**src/prot_pkg.sv**
```systemverilog
// constants and types of the cell protection state machine
// Overview of operation
// (RULE_01) both switches on in normal window
// (RULE_02) qualified over-charge turns charge switch off
// (RULE_03) charger gone and release delay restores charge
// (RULE_04) over-charge mode watches only short-circuit threshold
// (RULE_05) over-charge short circuit: discharge off, pull-down on
// (RULE_06) that short releases back to over-charge mode
// (RULE_07) qualified over-discharge turns discharge switch off
// (RULE_08) over-discharge: pull-up on, bias removed, stand-by
// (RULE_09) charger or auto wake-up re-biases from stand-by
// (RULE_10) charger detect under over-discharge closes discharge switch
// (RULE_11) release delay above level returns to normal
// (RULE_12) charge over-current ignored until release level
// (RULE_13) qualified over-current 1: discharge off, pull-down
// (RULE_14) load gone plus release delay restores normal
// (RULE_15) qualified short circuit: discharge off, pull-down
// (RULE_16) short circuit releases after load gone, delay
// (RULE_17) qualified charge over-current turns charge off
// (RULE_18) charger gone plus release delay restores normal
// (RULE_19) zero-volt charger: charge on, discharge off
// (RULE_20) over-discharge delays 20 ms and 1.1 ms
// (RULE_21) over-current delays 12 ms and 4 ms
// (RULE_22) short-circuit delay 400 us
// (RULE_23) delay counters restart when condition drops
// (RULE_24) one clock; reset enters normal, switches on
package prot_pkg;

  localparam int CLK_HZ = 50_000_000;
  localparam int NS_PER_CLK = 1_000_000_000 / CLK_HZ;

  // typical delays in microseconds
  localparam int OV_DET_US    = 1_000_000;
  localparam int OV_REL_US    = 16_000;
  localparam int UV_DET_US    = 20_000;
  localparam int UV_REL_US    = 1_100;
  localparam int OC1_DET_US   = 12_000;
  localparam int OC_REL_US    = 4_000;
  localparam int SC_DET_US    = 400;
  localparam int OCH_DET_US   = 16_000;
  localparam int OCH_REL_US   = 4_000;

  function automatic int us_to_cycles(input int us);
    longint c;
    c = (longint'(us) * 1000) / NS_PER_CLK;
    if (c < 1) c = 1;
    return int'(c);
  endfunction

  localparam int OV_DET_CYC  = us_to_cycles(OV_DET_US);
  localparam int OV_REL_CYC  = us_to_cycles(OV_REL_US);
  localparam int UV_DET_CYC  = us_to_cycles(UV_DET_US);
  localparam int UV_REL_CYC  = us_to_cycles(UV_REL_US);
  localparam int OC1_DET_CYC = us_to_cycles(OC1_DET_US);
  localparam int OC_REL_CYC  = us_to_cycles(OC_REL_US);
  localparam int SC_DET_CYC  = us_to_cycles(SC_DET_US);
  localparam int OCH_DET_CYC = us_to_cycles(OCH_DET_US);
  localparam int OCH_REL_CYC = us_to_cycles(OCH_REL_US);

  localparam int CNT_W = 26;

  // state codes: one bit changes per step, except between normal and short or over-discharge
  typedef enum logic [2:0] {
    ST_NORMAL   = 3'b000,
    ST_OVCHG    = 3'b001,
    ST_OVCHG_SC = 3'b011,
    ST_DCHG_OC1 = 3'b010,
    ST_SHORT    = 3'b110,
    ST_CHG_OC   = 3'b100,
    ST_OVDCHG   = 3'b101,
    ST_STANDBY  = 3'b111
  } mode_t;

  // comparator results, all asynchronous to clk
  typedef struct packed {
    logic ov_det;        // cell at or above over-charge threshold
    logic ov_rel;        // cell below over-charge release level
    logic uv_det;        // cell below over-discharge threshold
    logic uv_rel;        // cell above over-discharge release level
    logic wake_rel;      // cell above wakeup_release_level
    logic oc1_det;       // sense at or above first over-current threshold
    logic sc_det;        // sense at or above short_circuit_threshold
    logic oc_rel;        // sense at or below over-current release level
    logic och_det;       // sense at or below charge over-current threshold
    logic och_rel;       // sense at or above charge over-current release
    logic chg_detect;    // sense at or below charger-detect level, charger connected
    logic charger_on;    // charger connected
    logic load_on;       // load connected
  } cmp_t;

  typedef struct packed {
    logic charge_switch;
    logic discharge_switch;
    logic pull_down_en;
    logic pull_up_en;
    logic bias_en;
  } drv_t;

endpackage

```
**src/delay_qual.sv**
```systemverilog
`timescale 1ns/1ps
// counts an uninterrupted condition up to a fixed cycle count
module delay_qual #(
  parameter int CYCLES = 4,
  parameter int W      = 26
) (
  input  wire logic clk,
  input  wire logic rstn,
  input  wire logic cond,
  output logic      done
);
  import prot_pkg::*;

  initial begin
    if (CYCLES < 1 || CYCLES >= (1 << W)) $error("delay_qual: bad CYCLES");
  end

  typedef struct packed {
    logic [W-1:0] cnt;
    logic         done;
  } dq_state_t;

  dq_state_t st_ff;
  dq_state_t nxt_st;

  localparam logic [W-1:0] LAST = W'(CYCLES - 1);

  always_comb begin
    nxt_st = st_ff;
    nxt_st.done = 1'b0;
    if (!cond) begin
      nxt_st.cnt = '0; // RULE_23
    end else if (st_ff.cnt == LAST) begin
      nxt_st.done = 1'b1;
    end else begin
      nxt_st.cnt = st_ff.cnt + W'(1);
    end
  end

  always_ff @(posedge clk) begin
    if (!rstn) st_ff <= '0;
    else st_ff <= nxt_st;
  end

  assign done = st_ff.done;

  AST_RESTART: assert property (@(posedge clk) disable iff (!rstn) // RULE_23
    !cond |=> !done) else $error("qualifier fired after condition dropped");
endmodule

```
**src/cell_protection_fsm.sv**
```systemverilog
`timescale 1ns/1ps
// protection state machine of a single lithium-ion cell
module cell_protection_fsm #(
  parameter int  OV_DET_CYCLES  = prot_pkg::OV_DET_CYC,
  parameter int  OV_REL_CYCLES  = prot_pkg::OV_REL_CYC,
  parameter int  UV_DET_CYCLES  = prot_pkg::UV_DET_CYC,
  parameter int  UV_REL_CYCLES  = prot_pkg::UV_REL_CYC,
  parameter int  OC1_DET_CYCLES = prot_pkg::OC1_DET_CYC,
  parameter int  OC_REL_CYCLES  = prot_pkg::OC_REL_CYC,
  parameter int  SC_DET_CYCLES  = prot_pkg::SC_DET_CYC,
  parameter int  OCH_DET_CYCLES = prot_pkg::OCH_DET_CYC,
  parameter int  OCH_REL_CYCLES = prot_pkg::OCH_REL_CYC,
  parameter bit  AUTO_WAKE_EN   = 1'b1,
  parameter bit  ZERO_V_CHG_EN  = 1'b1
) (
  input  wire logic           clk,
  input  wire logic           rstn,
  input  wire prot_pkg::cmp_t cmp_in,
  output prot_pkg::drv_t      drv,
  output prot_pkg::mode_t     mode
);
  import prot_pkg::*;

  typedef struct packed {
    cmp_t  sync1;
    cmp_t  sync2;
    mode_t mode;
    drv_t  drv;
  } top_state_t;

  top_state_t st_ff;
  top_state_t nxt_st;

  cmp_t c;
  assign c = st_ff.sync2;

  // qualified events
  logic q_ov;
  logic q_ov_rel;
  logic q_uv;
  logic q_uv_rel;
  logic q_oc1;
  logic q_sc;
  logic q_oc_rel;
  logic q_och;
  logic q_och_rel;

  // conditions are gated by mode so counters only run where they matter
  logic in_normal;
  logic in_ovchg;
  logic in_uv;
  assign in_normal = (st_ff.mode == ST_NORMAL);
  assign in_ovchg  = (st_ff.mode == ST_OVCHG);
  assign in_uv     = (st_ff.mode == ST_OVDCHG) || (st_ff.mode == ST_STANDBY);

  delay_qual #(.CYCLES(OV_DET_CYCLES), .W(CNT_W)) u_ov (
    .clk  (clk),
    .rstn (rstn),
    .cond (in_normal && c.ov_det),
    .done (q_ov)
  );
  delay_qual #(.CYCLES(OV_REL_CYCLES), .W(CNT_W)) u_ov_rel (
    .clk  (clk),
    .rstn (rstn),
    .cond (in_ovchg && !c.charger_on && c.ov_rel),
    .done (q_ov_rel)
  );
  delay_qual #(.CYCLES(UV_DET_CYCLES), .W(CNT_W)) u_uv (
    .clk  (clk),
    .rstn (rstn),
    .cond ((in_normal || in_ovchg) && c.uv_det),
    .done (q_uv)
  );
  delay_qual #(.CYCLES(UV_REL_CYCLES), .W(CNT_W)) u_uv_rel (
    .clk  (clk),
    .rstn (rstn),
    .cond ((st_ff.mode == ST_OVDCHG) && c.uv_rel),
    .done (q_uv_rel)
  );
  delay_qual #(.CYCLES(OC1_DET_CYCLES), .W(CNT_W)) u_oc1 (
    .clk  (clk),
    .rstn (rstn),
    .cond (in_normal && c.oc1_det), // RULE_04
    .done (q_oc1)
  );
  delay_qual #(.CYCLES(SC_DET_CYCLES), .W(CNT_W)) u_sc (
    .clk  (clk),
    .rstn (rstn),
    .cond ((in_normal || in_ovchg || st_ff.mode == ST_DCHG_OC1) && c.sc_det),
    .done (q_sc)
  );
  delay_qual #(.CYCLES(OC_REL_CYCLES), .W(CNT_W)) u_oc_rel (
    .clk  (clk),
    .rstn (rstn),
    .cond ((st_ff.mode == ST_DCHG_OC1 || st_ff.mode == ST_SHORT) && !c.load_on && c.oc_rel),
    .done (q_oc_rel)
  );
  delay_qual #(.CYCLES(OCH_DET_CYCLES), .W(CNT_W)) u_och (
    .clk  (clk),
    .rstn (rstn),
    .cond (in_normal && c.och_det), // RULE_12
    .done (q_och)
  );
  delay_qual #(.CYCLES(OCH_REL_CYCLES), .W(CNT_W)) u_och_rel (
    .clk  (clk),
    .rstn (rstn),
    .cond ((st_ff.mode == ST_CHG_OC) && !c.charger_on),
    .done (q_och_rel)
  );

  function automatic drv_t drive_for(input mode_t m, input cmp_t x);
    drv_t d;
    d = '{charge_switch: 1'b1, discharge_switch: 1'b1, pull_down_en: 1'b0,
          pull_up_en: 1'b0, bias_en: 1'b1};
    case (m)
      ST_OVCHG:    d.charge_switch = 1'b0;
      ST_OVCHG_SC: begin
        d.charge_switch    = 1'b0;
        d.discharge_switch = 1'b0;
        d.pull_down_en     = 1'b1;
      end
      ST_DCHG_OC1, ST_SHORT: begin
        d.discharge_switch = 1'b0;
        d.pull_down_en     = 1'b1;
      end
      ST_CHG_OC:   d.charge_switch = 1'b0;
      ST_OVDCHG: begin
        // charger pulling the sense pin low closes the switch to cut loss
        d.discharge_switch = x.charger_on && x.chg_detect;
        d.charge_switch    = ZERO_V_CHG_EN ? 1'b1 : x.charger_on;
      end
      ST_STANDBY: begin
        d.discharge_switch = 1'b0;
        d.charge_switch    = 1'b0;
        d.pull_up_en       = 1'b1;
        d.bias_en          = 1'b0;
      end
      default:     d = d;
    endcase
    return d;
  endfunction

  always_comb begin
    nxt_st       = st_ff;
    nxt_st.sync1 = cmp_in;
    nxt_st.sync2 = st_ff.sync1;
    case (st_ff.mode)
      ST_NORMAL: begin
        // short circuit beats the slower levels
        if (q_sc) nxt_st.mode = ST_SHORT; // RULE_15
        else if (q_uv) nxt_st.mode = ST_OVDCHG; // RULE_07
        else if (q_ov) nxt_st.mode = ST_OVCHG; // RULE_02
        else if (q_oc1) nxt_st.mode = ST_DCHG_OC1; // RULE_13
        else if (q_och) nxt_st.mode = ST_CHG_OC; // RULE_17
      end
      ST_OVCHG: begin
        if (q_sc) nxt_st.mode = ST_OVCHG_SC; // RULE_05
        else if (q_uv) nxt_st.mode = ST_OVDCHG;
        else if (q_ov_rel) nxt_st.mode = ST_NORMAL; // RULE_03
      end
      ST_OVCHG_SC: begin
        if (!c.load_on && !c.sc_det) nxt_st.mode = ST_OVCHG; // RULE_06
      end
      ST_DCHG_OC1: begin
        if (q_sc) nxt_st.mode = ST_SHORT;
        else if (q_oc_rel) nxt_st.mode = ST_NORMAL; // RULE_14
      end
      ST_SHORT: begin
        if (q_oc_rel) nxt_st.mode = ST_NORMAL; // RULE_16
      end
      ST_CHG_OC: begin
        if (q_och_rel) nxt_st.mode = ST_NORMAL; // RULE_18
      end
      ST_OVDCHG: begin
        // a cell above the release level stays biased so the release delay can run after auto wake-up
        if (q_uv_rel) nxt_st.mode = ST_NORMAL; // RULE_11
        else if (!c.charger_on && !c.uv_rel) nxt_st.mode = ST_STANDBY; // RULE_08
      end
      ST_STANDBY: begin
        if (c.charger_on || (AUTO_WAKE_EN && c.wake_rel)) nxt_st.mode = ST_OVDCHG; // RULE_09
      end
      default: nxt_st.mode = ST_NORMAL;
    endcase
    nxt_st.drv = drive_for(nxt_st.mode, c); // RULE_01 RULE_10 RULE_19
  end

  always_ff @(posedge clk) begin
    if (!rstn) begin
      st_ff.sync1 <= '0;
      st_ff.sync2 <= '0;
      st_ff.mode  <= ST_NORMAL; // RULE_24
      st_ff.drv   <= '{charge_switch: 1'b1, discharge_switch: 1'b1, pull_down_en: 1'b0,
                       pull_up_en: 1'b0, bias_en: 1'b1};
    end else begin
      st_ff <= nxt_st;
    end
  end

  assign drv  = st_ff.drv;
  assign mode = st_ff.mode;

  // delay figures kept at their typical values unless overridden
  initial begin
    if (UV_DET_CYCLES < 1 || UV_REL_CYCLES < 1) $error("bad over-discharge delays"); // RULE_20
    if (OC1_DET_CYCLES < 1 || OC_REL_CYCLES < 1) $error("bad over-current delays"); // RULE_21
    if (SC_DET_CYCLES < 1) $error("bad short-circuit delay"); // RULE_22
  end

  AST_NORMAL_ON: assert property (@(posedge clk) disable iff (!rstn) // RULE_01
    mode == ST_NORMAL |-> drv.charge_switch && drv.discharge_switch && !drv.pull_down_en)
    else $error("normal mode without both switches on");
  AST_OV_CHG_OFF: assert property (@(posedge clk) disable iff (!rstn) // RULE_02
    mode == ST_OVCHG |-> !drv.charge_switch) else $error("over-charge with charge on");
  AST_OV_REL: assert property (@(posedge clk) disable iff (!rstn) // RULE_03
    $past(mode) == ST_OVCHG && mode == ST_NORMAL |-> !$past(c.charger_on, 2))
    else $error("over-charge released with charger present");
  AST_OVSC: assert property (@(posedge clk) disable iff (!rstn) // RULE_05
    mode == ST_OVCHG_SC |-> !drv.discharge_switch && drv.pull_down_en)
    else $error("short in over-charge not cut");
  AST_OVSC_REL: assert property (@(posedge clk) disable iff (!rstn) // RULE_06
    $past(mode) == ST_OVCHG_SC && mode != ST_OVCHG_SC |-> mode == ST_OVCHG)
    else $error("short release left over-charge");
  AST_STANDBY: assert property (@(posedge clk) disable iff (!rstn) // RULE_08
    mode == ST_STANDBY |-> drv.pull_up_en && !drv.bias_en && !drv.discharge_switch)
    else $error("stand-by drive wrong");
  AST_WAKE: assert property (@(posedge clk) disable iff (!rstn) // RULE_09
    mode == ST_STANDBY && c.charger_on |=> mode == ST_OVDCHG)
    else $error("charger did not wake");
  AST_OC1: assert property (@(posedge clk) disable iff (!rstn) // RULE_13
    mode == ST_DCHG_OC1 |-> !drv.discharge_switch && drv.pull_down_en && drv.charge_switch)
    else $error("over-current 1 drive wrong");
  AST_SHORT: assert property (@(posedge clk) disable iff (!rstn) // RULE_15
    mode == ST_SHORT |-> !drv.discharge_switch && drv.pull_down_en)
    else $error("short drive wrong");
  AST_CHG_OC: assert property (@(posedge clk) disable iff (!rstn) // RULE_17
    mode == ST_CHG_OC |-> !drv.charge_switch && drv.discharge_switch)
    else $error("charge over-current drive wrong");

  // release checks look two samples back: the qualifier's done flop adds one cycle
  AST_OC1_REL: assert property (@(posedge clk) disable iff (!rstn) // RULE_14
    $past(mode) == ST_DCHG_OC1 && mode == ST_NORMAL |-> !$past(c.load_on, 2))
    else $error("over-current 1 released with load present");
  AST_SHORT_REL: assert property (@(posedge clk) disable iff (!rstn) // RULE_16
    $past(mode) == ST_SHORT && mode == ST_NORMAL |-> !$past(c.load_on, 2))
    else $error("short released with load present");
  AST_OCH_REL: assert property (@(posedge clk) disable iff (!rstn) // RULE_18
    $past(mode) == ST_CHG_OC && mode == ST_NORMAL |-> !$past(c.charger_on, 2))
    else $error("charge over-current released with charger present");
  AST_OVCHG_NO_OC1: assert property (@(posedge clk) disable iff (!rstn) // RULE_04
    in_ovchg |=> !q_oc1)
    else $error("over-current 1 qualified in over-charge");
  AST_UV_NO_OCH: assert property (@(posedge clk) disable iff (!rstn) // RULE_12
    in_uv |=> !q_och)
    else $error("charge over-current qualified in over-discharge");
  AST_CHG_DETECT: assert property (@(posedge clk) disable iff (!rstn) // RULE_10
    mode == ST_OVDCHG |-> drv.discharge_switch == ($past(c.charger_on) && $past(c.chg_detect)))
    else $error("discharge switch does not follow charger detect");
  AST_ZERO_V: assert property (@(posedge clk) disable iff (!rstn) // RULE_19
    ZERO_V_CHG_EN && mode == ST_OVDCHG |-> drv.charge_switch && drv.bias_en)
    else $error("zero-volt charging path not open");
  AST_AUTO_WAKE: assert property (@(posedge clk) disable iff (!rstn) // RULE_09
    AUTO_WAKE_EN && mode == ST_STANDBY && c.wake_rel |=> mode == ST_OVDCHG)
    else $error("auto wake-up did not re-bias");
endmodule

```
**config.mk**
```make
export PLATFORM = sky130hd
export DESIGN_NAME = cell_protection_fsm
export DESIGN_NICKNAME = d
export VERILOG_FILES = /design/src/prot_pkg.sv /design/src/delay_qual.sv /design/src/cell_protection_fsm.sv
export SDC_FILE = /design/constraint.sdc
export NUM_CORES = 1
export LEC_CHECK = 0
export ABC_AREA = 0
export BUFFER_PORTS_ARGS = -buffer_cell sky130_fd_sc_hd__buf_2
export CAP_MARGIN = 15
export CORE_UTILIZATION = 40
export CTS_BUF_LIST = sky130_fd_sc_hd__clkbuf_16
export CTS_CLUSTER_DIAMETER = 100
export DETAILED_ROUTE_END_ITERATION = 8
export GPL_TIMING_DRIVEN = 0
export RECOVER_POWER = 100
export SETUP_SLACK_MARGIN = 0.05
export SLEW_MARGIN = 20
export SYNTH_ARGS = -nofsm -noshare
export SYNTH_HDL_FRONTEND = slang
export SYNTH_HIERARCHICAL = 1
export SYNTH_SLANG_ARGS = --single-unit
```
**constraint.sdc**
```tcl
create_clock -name clk -period 1.8 [get_ports clk]
set_input_delay 0.18 -clock clk [delete_from_list [all_inputs] [get_ports clk]]
set_output_delay 0.18 -clock clk [all_outputs]
set_load 0.005 [all_outputs]
```
---- After elaboration in Yosys (flattened, before gate mapping) ----
Cells that the tools add are included.
storage, ports and cells
  bits in registers ....................... 275
  input bits .............................. 15
cells by class
  $add $sub $neg .......................... 9
  eq/ne operators ......................... 23
  muxes and demuxes ....................... 29
  reductions and logical operators ........ 35
operator list
  cell                                                                     count
  26-bit by 1-bit adder with 26-bit output, second input constant          9
  26-bit by 20-bit equality test with 1-bit output, second input constant  4
  26-bit by 18-bit equality test with 1-bit output, second input constant  2
  3-bit two-way mux                                                        15
  26-bit by 15-bit equality test with 1-bit output, second input constant  1
  26-bit by 16-bit equality test with 1-bit output, second input constant  1
  26-bit equality test, second input constant                              1
  3-bit equality test, second input constant                               8
  3-bit case mux with 8 select lines                                       1
  2-bit AND reduction                                                      9
  1-bit logical AND                                                        14
  3-bit by 2-bit equality test with 1-bit output, second input constant    4
  1-bit two-way mux                                                        11
  4-bit OR reduction                                                       2
  3-bit by 1-bit equality test with 1-bit output, second input constant    2
  1-bit logical NOT                                                        4
  1-bit logical OR                                                         4
  3-bit logical NOT                                                        1
  3-bit OR reduction                                                       1
  2-bit two-way mux                                                        1
  1-bit case mux with 2 select lines                                       1

---- Logic depth before layout (Yosys ltp) ----
Gate-level depths: netlist (run 1).
  depth in word-level cells ............... 9
  mapped depth ............................ 8

---- Modules after synthesis ----
The synthesis (run 1) kept the hierarchy.
modules (own cells, without submodules)
  module                     instances  cells each  area an instance (µm²)  seq. area each (µm²)
  delay_qual (u_och ...)     2          167         1,362.6                 540.5
  delay_qual (u_oc_rel ...)  2          158         1,360.1                 540.5
  delay_qual (u_uv)          1          162         1,395.1                 540.5
  delay_qual (u_sc)          1          159         1,347.5                 540.5
  delay_qual (u_oc1)         1          158         1,346.3                 540.5
  delay_qual (u_uv_rel)      1          153         1,303.8                 540.5
  delay_qual (u_ov)          1          145         1,238.7                 540.5
  cell_protection_fsm        1          120         1,203.7                 640.6

---- Worst setup path after synthesis (run 1) ----
OpenSTA, ideal clock, no wires.
  kind .................................... reg-to-reg
  from .................................... reg u_ov/st_ff[1] in the netlist's numbering
  to ...................................... reg u_ov/st_ff[4] in the netlist's numbering
  setup time .............................. 0.128 ns
  data arrival time ....................... 1.767 ns
  data required time ...................... 1.672 ns
  setup slack ............................. -0.094 ns
  cell stages (with the launch flop) ...... 8
  period minus slack after synthesis ...... 1.894 ns
  cell sequence ........................... dfxtp_1 ha_1 nand2_1 or4_1 buf_2 o2111ai_1 xor2_1 nor2_1
between the ends
  longest elaborated chain between the ends .. 1
  elaborated cells between the ends (all ways) .. 2
ends and longest elaborated chain
  what                                                                              RTL line                            RTL
  start: declaration                                                                delay_qual.sv:23                    dq_state_t st_ff;
  start signal: assignment                                                          delay_qual.sv:42                    else st_ff <= nxt_st;
  26-bit by 1-bit adder with 26-bit output or 26-bit equality test (tied branches)  delay_qual.sv:36, delay_qual.sv:33
Several ways; a longest one is shown, not always the timed one.
A chain may end at the register's enable or synchronous reset.

---- Worst setup path in the final report (run 1) ----
  from .................................... reg u_och/st_ff[1] in the netlist's numbering
  to ...................................... reg u_och/st_ff[25] in the netlist's numbering
between the ends
  longest elaborated chain between the ends .. 1
  elaborated cells between the ends (all ways) .. 2
ends and longest elaborated chain
  what                                                                                                          RTL line
  start: declaration                                                                                            delay_qual.sv:23
  start signal: assignment                                                                                      delay_qual.sv:42
  26-bit by 1-bit adder with 26-bit output or 26-bit by 20-bit equality test with 1-bit output (tied branches)  delay_qual.sv:36, delay_qual.sv:33
Several ways; a longest one is shown, not always the timed one.

==> reports/metrics.csv, run 1 <==
metric,value,unit
status,finished with violations,
violations,negative setup slack,
ys_warn_count,6,
pin_count,23,
grt_max_degree,20,
whs,0.233,ns
fin_crit_sh,105,%
synth_nets,1571,
vias,12129,
worstPathMaxFanout,8,
initial_core_util,40.7,%
use_met2,31.1,%
via_per_inst,5.63,
syn_to_final_growth,24.7,%
final_nets,1714,
cts_root_buffer,clkbuf_16,
p_total,0.0131,W
core-area,0.0326,mm^2
slew_viol_final,0,
synth_area_leader_cell,dfxtp_1,
grt-ovfl-total,0,
dp_hpwl,20800,um
busiest_layer,met2,
cts_tree,built,
clock_skew,0.0141,ns
cp-start-kind,flip-flop,
criticalPathCategory,reg -> reg,
final-setup-viol-count,21,
synth_cell_types,69,
avgSynthCellArea,8.58,um^2
drc,0,
slew_headroom,64.8,%
cts.sinks,275,
gp_congestion,0.789,
grt_pass1_wl,52800,um
drive_gt1_share,24.3,%
wire_per_inst,14.9,um
drv_cap,0,
wirelength,32100,um
grt_pass1_vias,11084,
power_leakage,5.40,nW
synth.top_cell.area_share,41.5,%
drt_iter0_markers,684,
htree_levels,2,
max_freq,527,MHz
ant_nets,0,
vdd_drop_max,0.000566,V
grt_util_met1,24.5,%
min_period,1.90,ns
io_buffers,21,
place_area,0.0140,mm^2
synth_area,0.0133,mm^2
final_util,50.8,%
yosys_most_used_dff,dfxtp_1,
final_hold_viol_count,0,
rsz0062_at_grt,yes,
worst_pin_slew,0.528,ns
clk_latency,0.50,ns
firstDrtPassIters,5,
powerDensity,789,mW/mm^2
arrival,2.33,ns
dieHeight,184,um
rows,66,
clk_path_buf_depth,3,
antenna_found_initial,0,
async_flop_share,0,%
synth_edf_count,0,
synth_seq_cells,275,
grt.met3_usage,2.49,%
die_area,0.0339,mm^2
syn_inst,1547,
tns,-0.726,ns
design_area,0.0166,mm^2
cts.clk_slew.worst_paths,0.05,ns
cp_data_required_time,2.23,ns
setup_ws,-0.0976,ns
grt_usage,18.5,%
crit_path_end_kind,flip-flop,
ys_seq_area_share,41.5,%
hold_class,in -> reg,
die_x,184,um
cts_inserted_buffers,34,
synth_area_leaders,"dfxtp_1 41%, a21oi_1 5.0%, o21ai_0 4.0%",
-- cell usage after synthesis (16+ instances only) --
library cell and n:
dfxtp_1 275, clkbuf_1 37, nand4_1 79, xnor2_1 16
nor3_1 39, and2_1 57, buf_2 23, and3_1 35
nand2b_1 18, a21oi_1 132, xor2_1 57, mux2i_1 20
nor4_1 28, nand3_1 81, inv_1 26, nor2_1 86
o31ai_1 38, or4_1 45, nand2_1 110, or3_1 56
o21ai_0 105, and4_1 35
-- critical path, cell delays in order (launching register included) --
cell	delay [ns]
dfxtp_4	0.36
ha_4	0.13
nand4_1	0.14
or4_1	0.44
buf_6	0.15
or4_4	0.48
a21oi_2	0.13
-- cell usage in the layout (no fill, tap or decap), types with 34 or more instances in the layout --
master       n
or4_1       35
buf_4       81
a21oi_1    121
o21ai_0     87
and2_1      36
o31ai_1     34
nand4_1     80
xor2_1      57
dfxtp_2     47
dfxtp_1    203
nand3_1     73
nand2_1    103
or3_1       51
nor2_1      86
clkbuf_16   35
-- path summary, 6_finish.rpt --
| path | startpoint | endpoint | slack [ns] | cells past startpoint |
|---|---|---|---|---|
| setup reg to reg | u_och/st_ff[1]$_SDFFE_PN0P_ | u_och/st_ff[25]$_SDFFE_PN0P_ | -0.1 | 6 |
| setup / recovery | u_och/st_ff[1]$_SDFFE_PN0P_ | u_och/st_ff[25]$_SDFFE_PN0P_ | -0.1 | 6 |
| hold / removal | rstn | mode[1]$_SDFF_PN0_ | 0.23 | 2 |
| hold reg to reg | nxt_st[16]$_SDFF_PN0_ | c[8]$_SDFF_PN0_ | 0.42 | 1 |
-- timing repair --
action | in CTS | in global routing
hold buffers | 12 | 0
pin swaps | 45 | 50
cloned | 0 | 1
setup endpoints to repair | 207 | 177
buffers inserted | 37 | 51
hold endpoints to repair | 12 | 0
gates resized for setup | 130 | 213
-- metrics by stage --
step | cells | setup WS [ns]
2_1_floorplan | 1547 | 0.00359
3_3_place_gp | 2010 | -0.636
3_5_place_dp | 2010 | -0.708
4_1_cts | 2107 | -0.105
5_1_grt | 2152 | -0.170
6_report | 2153 | -0.0976
-- per-layer routing --
layer | part of all wire [%] | vias up
li1 | - | 6088
met4 | 2.2 | 0
met1 | 47 | 5768
met2 | 47 | 211
met5 | 0 | -
met3 | 3.6 | 62
-- cell type report --
type,count,area (um^2)
repair buffers,121,896
fillers,3066,16100
inverters,26,105
clock buffers,35,876
plain buffers,62,467
flip-flops and latches,275,5660
diodes,1,2.50
clock inverters,21,170
well taps,442,553
multi-input cells,1170,7840
-- power by group --
part           total (W)  leakage [nW]  internal (W)  switching (W)
sequential       0.00613          2.26       0.00610      0.0000327
combinational   0.000488          2.59      0.000230       0.000258
clock            0.00644         0.544       0.00392        0.00252
-- cells by family after synthesis --
| logic type | share of synthesized area [%] |
|---|---|
| compound gates | 15.5 |
| xor+xnor | 4.81 |
| fa+ha+maj | 0.923 |
| buf+inv | 3.66 |
| flops | 41.5 |
| mux | 1.51 |
| simple gates | 32.2 |
-- sequential cells by signal, summed over array words and instances, names as in the netlist, 3 cells and up --
| name | count |
|---|---|
| u_oc1/st_ff | 26 |
| u_oc_rel/st_ff | 26 |
| u_och/st_ff | 26 |
| u_och_rel/st_ff | 26 |
| u_ov/st_ff | 26 |
| u_ov_rel/st_ff | 26 |
| u_sc/st_ff | 26 |
| u_uv/st_ff | 26 |
| u_uv_rel/st_ff | 26 |
| c | 12 |
| nxt_st | 12 |
| drv | 5 |
| mode | 3 |
Note: power is estimated with default switching activity, not from simulation.
==> run 2, diff against run 1 <==
==> constraint.sdc (replaced) <==
create_clock -name clk -period 1.8 [get_ports clk]
set_input_delay 0.54 -clock clk [delete_from_list [all_inputs] [get_ports clk]]
set_output_delay 0.54 -clock clk [all_outputs]
set_load 0.005 [all_outputs]
==> reports/metrics.csv, run 2 (synthesized netlist as in run 1, its figures left out) <==
metric,value,unit
status,finished with violations,
violations,negative setup slack,
p_total,0.0130,W
drv_cap,0,
final_common_cell,dfxtp_1,
cts_tree,built,
fin_crit_sh,106,%
die_area,0.0339,mm^2
slowest_stage,or4_4,
cts.sinks,275,
wirelength,32000,um
dp_hpwl,20800,um
dieHeight,184,um
whs,0.256,ns
grt_usage,18.5,%
cp_data_required_time,2.23,ns
final_cell_mix,"200 x dfxtp_1, 120 x a21oi_1, 101 x nand2_1, 87 x o21ai_0, 86 x nor2_1",
worstPathMaxFanout,8,
grt_max_degree,20,
max_freq,526,MHz
initial_core_util,40.7,%
use_met2,31.1,%
slew_headroom,62.7,%
crit_path_cell_trace,ha_4 -> nand4_1 -> or4_1 -> buf_6 -> or4_4 -> a21oi_2,
cp-start-kind,flip-flop,
antenna_found_initial,1,
critPathMaxStageDelay,0.48,ns
grt_pass1_vias,11063,
die_x,184,um
cts.clk_slew.worst_paths,0.05,ns
core-area,0.0326,mm^2
grt_util_met1,24.5,%
worst_pin_slew,0.559,ns
criticalPathCategory,reg -> reg,
crit_path_end_kind,flip-flop,
arrival,2.33,ns
clk_path_buf_depth,3,
clock_skew,0.0142,ns
n_antenna_cell,0,
cts_inserted_buffers,34,
cts_root_buffer,clkbuf_16,
place_area,0.0140,mm^2
grt_pass1_wl,52800,um
hold_class,in -> reg,
dpl_worst_slack,-0.708,ns
via_per_inst,5.63,
pin_count,23,
wire_per_inst,15.0,um
powerDensity,794,mW/mm^2
ctsHoldBuffers,0,
rsz0062_at_grt,yes,
drt_iter0_markers,639,
vdd_drop_max,0.000563,V
io_buffers,21,
min_period,1.90,ns
design_area,0.0164,mm^2
vias,12047,
setup_ws,-0.100,ns
final_hold_viol_count,0,
grt.met3_usage,2.57,%
final_nets,1702,
ant_nets,0,
drc,0,
firstDrtPassIters,5,
slew_viol_final,0,
rows,66,
drive_gt1_share,25.0,%
busiest_layer,met2,
gp_congestion,0.789,
grt-ovfl-total,0,
clk_latency,0.50,ns
final-setup-viol-count,32,
syn_to_final_growth,23.6,%
htree_levels,2,
power_leakage,5.35,nW
-- run 2: path summary, 6_finish.rpt --
check | startpoint | to | slack, ns | cells past startpoint
max | u_och/st_ff[1]$_SDFFE_PN0P_ | u_och/st_ff[25]$_SDFFE_PN0P_ | -0.10 | 6
min | cmp_in[2] | nxt_st[10]$_SDFF_PN0_ | 0.26 | 2
max reg2reg | u_och/st_ff[1]$_SDFFE_PN0P_ | u_och/st_ff[25]$_SDFFE_PN0P_ | -0.10 | 6
min reg2reg | nxt_st[16]$_SDFF_PN0_ | c[8]$_SDFF_PN0_ | 0.42 | 1
-- run 2: per-layer routing --
| layer | share of wire [%] | vias to the layer above |
|---|---|---|
| met2 | 47 | 194 |
| met1 | 47 | 5735 |
| li1 | - | 6058 |
| met5 | 0.025 | - |
| met3 | 3.8 | 58 |
| met4 | 2.2 | 2 |
-- run 2: area by class of cell --
type | count | area [um^2]
Timing Repair Buffer | 109 | 774
Fill cell | 3058 | 16200
Buffer | 62 | 444
Multi-Input combinational cell | 1170 | 7830
Inverter | 26 | 105
Tap cell | 442 | 553
Clock inverter | 21 | 170
Clock buffer | 35 | 876
Sequential cell | 275 | 5660
-- run 2: stage by stage --
step	util (%)	std cells	TNS (ns)
floorplan	-	1547	0
global placement	43.0	2010	-51.63
detailed placement	43.0	2010	-57.76
CTS	48.2	2095	-0.525
global route	50.3	2140	-13.36
finish	50.3	2140	-1.04
-- run 2: what timing repair did --
item                                    4_1_cts  5_1_grt
pin swaps                                    45       50
resized for setup                           130      213
gates cloned                                  0        1
endpoints found under the setup margin      207      177
setup buffers                                37       51
-- run 2: critical path, delay by kind of cell, from the launching register on --
kind	cells	cell delay [ns]
AOI/OAI and AO/OA	1	0.13
and+or+nand+nor	3	1.06
adders and majority gates	1	0.13
DFF	1	0.36
buffers and inverters	1	0.16
-- run 2: where the power goes --
| group | leakage, nW | internal [W] | total [W] | switching [W] |
|---|---|---|---|---|
| clock network | 0.544 | 0.00392 | 0.00644 | 0.00252 |
| registers | 2.27 | 0.00610 | 0.00613 | 0.0000301 |
| logic | 2.54 | 0.000201 | 0.000454 | 0.000254 |
| total | 5.35 | 0.0102 | 0.0130 | 0.00280 |
==> run 3, diff against run 2 <==
--- a/config.mk
+++ b/config.mk
@@ -6,13 +6,14 @@
 export NUM_CORES = 1
 export LEC_CHECK = 0
 export ABC_AREA = 0
-export BUFFER_PORTS_ARGS = -buffer_cell sky130_fd_sc_hd__buf_2
+export BUFFER_PORTS_ARGS = -buffer_cell sky130_fd_sc_hd__clkbuf_2
 export CAP_MARGIN = 15
 export CORE_UTILIZATION = 40
 export CTS_BUF_LIST = sky130_fd_sc_hd__clkbuf_16
 export CTS_CLUSTER_DIAMETER = 100
 export DETAILED_ROUTE_END_ITERATION = 8
 export GPL_TIMING_DRIVEN = 0
+export PLACE_DENSITY = 0.55
 export RECOVER_POWER = 100
 export SETUP_SLACK_MARGIN = 0.05
 export SLEW_MARGIN = 20
==> reports/metrics.csv, run 3 (synthesized netlist as in run 1, its figures left out) <==
metric,value,unit
status,finished with violations,
violations,negative setup slack,
crit_path_cell_trace,ha_4 -> nand4_1 -> or4_4 -> buf_6 -> or4_1 -> a21oi_1,
tns,-0.589,ns
drive_gt1_share,25.6,%
grt.met3_usage,2.75,%
final_common_cell,dfxtp_1,
cts_tree,built,
final_nets,1703,
fin_crit_sh,107,%
ant_nets,0,
ctsHoldBuffers,0,
final-setup-viol-count,11,
use_met2,29.7,%
vias,11912,
firstDrtPassIters,8,
critPathMaxStageDelay,0.47,ns
power_leakage,5.37,nW
grt_util_met1,26.0,%
vdd_drop_max,0.000504,V
die_area,0.0339,mm^2
crit_path_end_kind,flip-flop,
pin_count,23,
io_buffers,21,
slew_headroom,58.3,%
worstPathMaxFanout,5,
drc,0,
cp_data_required_time,2.23,ns
rsz0062_at_grt,yes,
hold_class,in -> reg,
cp-start-kind,flip-flop,
setup_ws,-0.127,ns
arrival,2.36,ns
busiest_layer,met2,
drv_cap,0,
clk_path_buf_depth,3,
multi_input_area,0.00789,mm^2
die_x,184,um
initial_core_util,40.7,%
wirelength,32700,um
clock_skew,0.0158,ns
gp_congestion,0.780,
num-fill-cells,3099,
p_total,0.0129,W
clk_latency,0.51,ns
crit_family,simple AND/OR/NAND/NOR gates,
criticalPathCategory,reg -> reg,
cts_inserted_buffers,34,
powerDensity,786,mW/mm^2
grt_pass1_vias,10797,
via_per_inst,5.56,
max_freq,519,MHz
core-area,0.0326,mm^2
cts.clk_slew.worst_paths,0.05,ns
final_cell_mix,"207 x dfxtp_1, 115 x a21oi_1, 103 x nand2_1, 85 x nor2_1, 84 x o21ai_0",
dp_hpwl,21000,um
wire_per_inst,15.2,um
slew_viol_final,0,
min_period,1.93,ns
slowest_stage,or4_4,
final_hold_viol_count,0,
grt_max_degree,20,
cts.sinks,275,
syn_to_final_growth,23.9,%
n_antenna_cell,0,
cts_root_buffer,clkbuf_16,
worst_pin_slew,0.626,ns
drt_iter0_markers,608,
rows,66,
grt_pass1_wl,53000,um
regArea,0.00564,mm^2
grt_usage,18.7,%
dieHeight,184,um
htree_levels,2,
worst-path-buf-inv,1,
grt-ovfl-total,0,
antenna_found_initial,0,
[run 3: final cells by class]
cell class	count	share of cell area (%)
plain buffers	61	2.62
inverters	26	0.616
multi-input cells	1172	48.0
well taps	442	3.36
clock buffers	38	5.78
flip-flops and latches	275	34.3
repair buffers	109	4.88
clock inverters	21	0.510
[run 3: metal layers]
metal  share of wire, %  vias to the layer above
li1                   -                     6059
met1                 49                     5636
met2                 46                      174
met3                3.3                       43
met4                2.0                        0
met5                  0                        -
[run 3: worst paths after layout]
kind / from / end / slack (ns) / depth (start not counted)
worst min register to register: nxt_st[8]$_SDFF_PN0_ / c[0]$_SDFF_PN0_ / 0.43 / 1
worst max register to register: u_och/st_ff[1]$_SDFFE_PN0P_ / u_och/st_ff[25]$_SDFFE_PN0P_ / -0.13 / 6
worst min-delay path: cmp_in[11] / nxt_st[19]$_SDFF_PN0_ / 0.26 / 2
worst max-delay path: u_och/st_ff[1]$_SDFFE_PN0P_ / u_och/st_ff[25]$_SDFFE_PN0P_ / -0.13 / 6
[run 3: timing repair]
item                       in CTS  in global routing
cloned                          3                  5
pin swaps                      73                 64
setup buffers                  55                 33
gates resized for setup       153                218
setup endpoints to repair     238                184
[run 3: power breakdown]
group | internal (W) | switching (W) | leakage, nW
logic | 0.000222 | 0.000266 | 2.58
registers | 0.00611 | 0.0000303 | 2.26
clock network | 0.00375 | 0.00255 | 0.533
total | 0.0101 | 0.00285 | 5.37
[run 3: per-stage QoR]
step	area (um^2)	hold slack [ns]	setup slack, ns	util [%]	std cells
finish	16400	0.258	-0.127	50.4	2144
global route	16400	0.256	-0.191	50.4	2144
CTS	15900	0.232	-0.134	48.7	2114
detailed placement	14000	0.417	-0.659	43.0	2010
global placement	14000	0.415	-0.632	43.0	2010
floorplan	13400	0.412	0.00359	-	1547
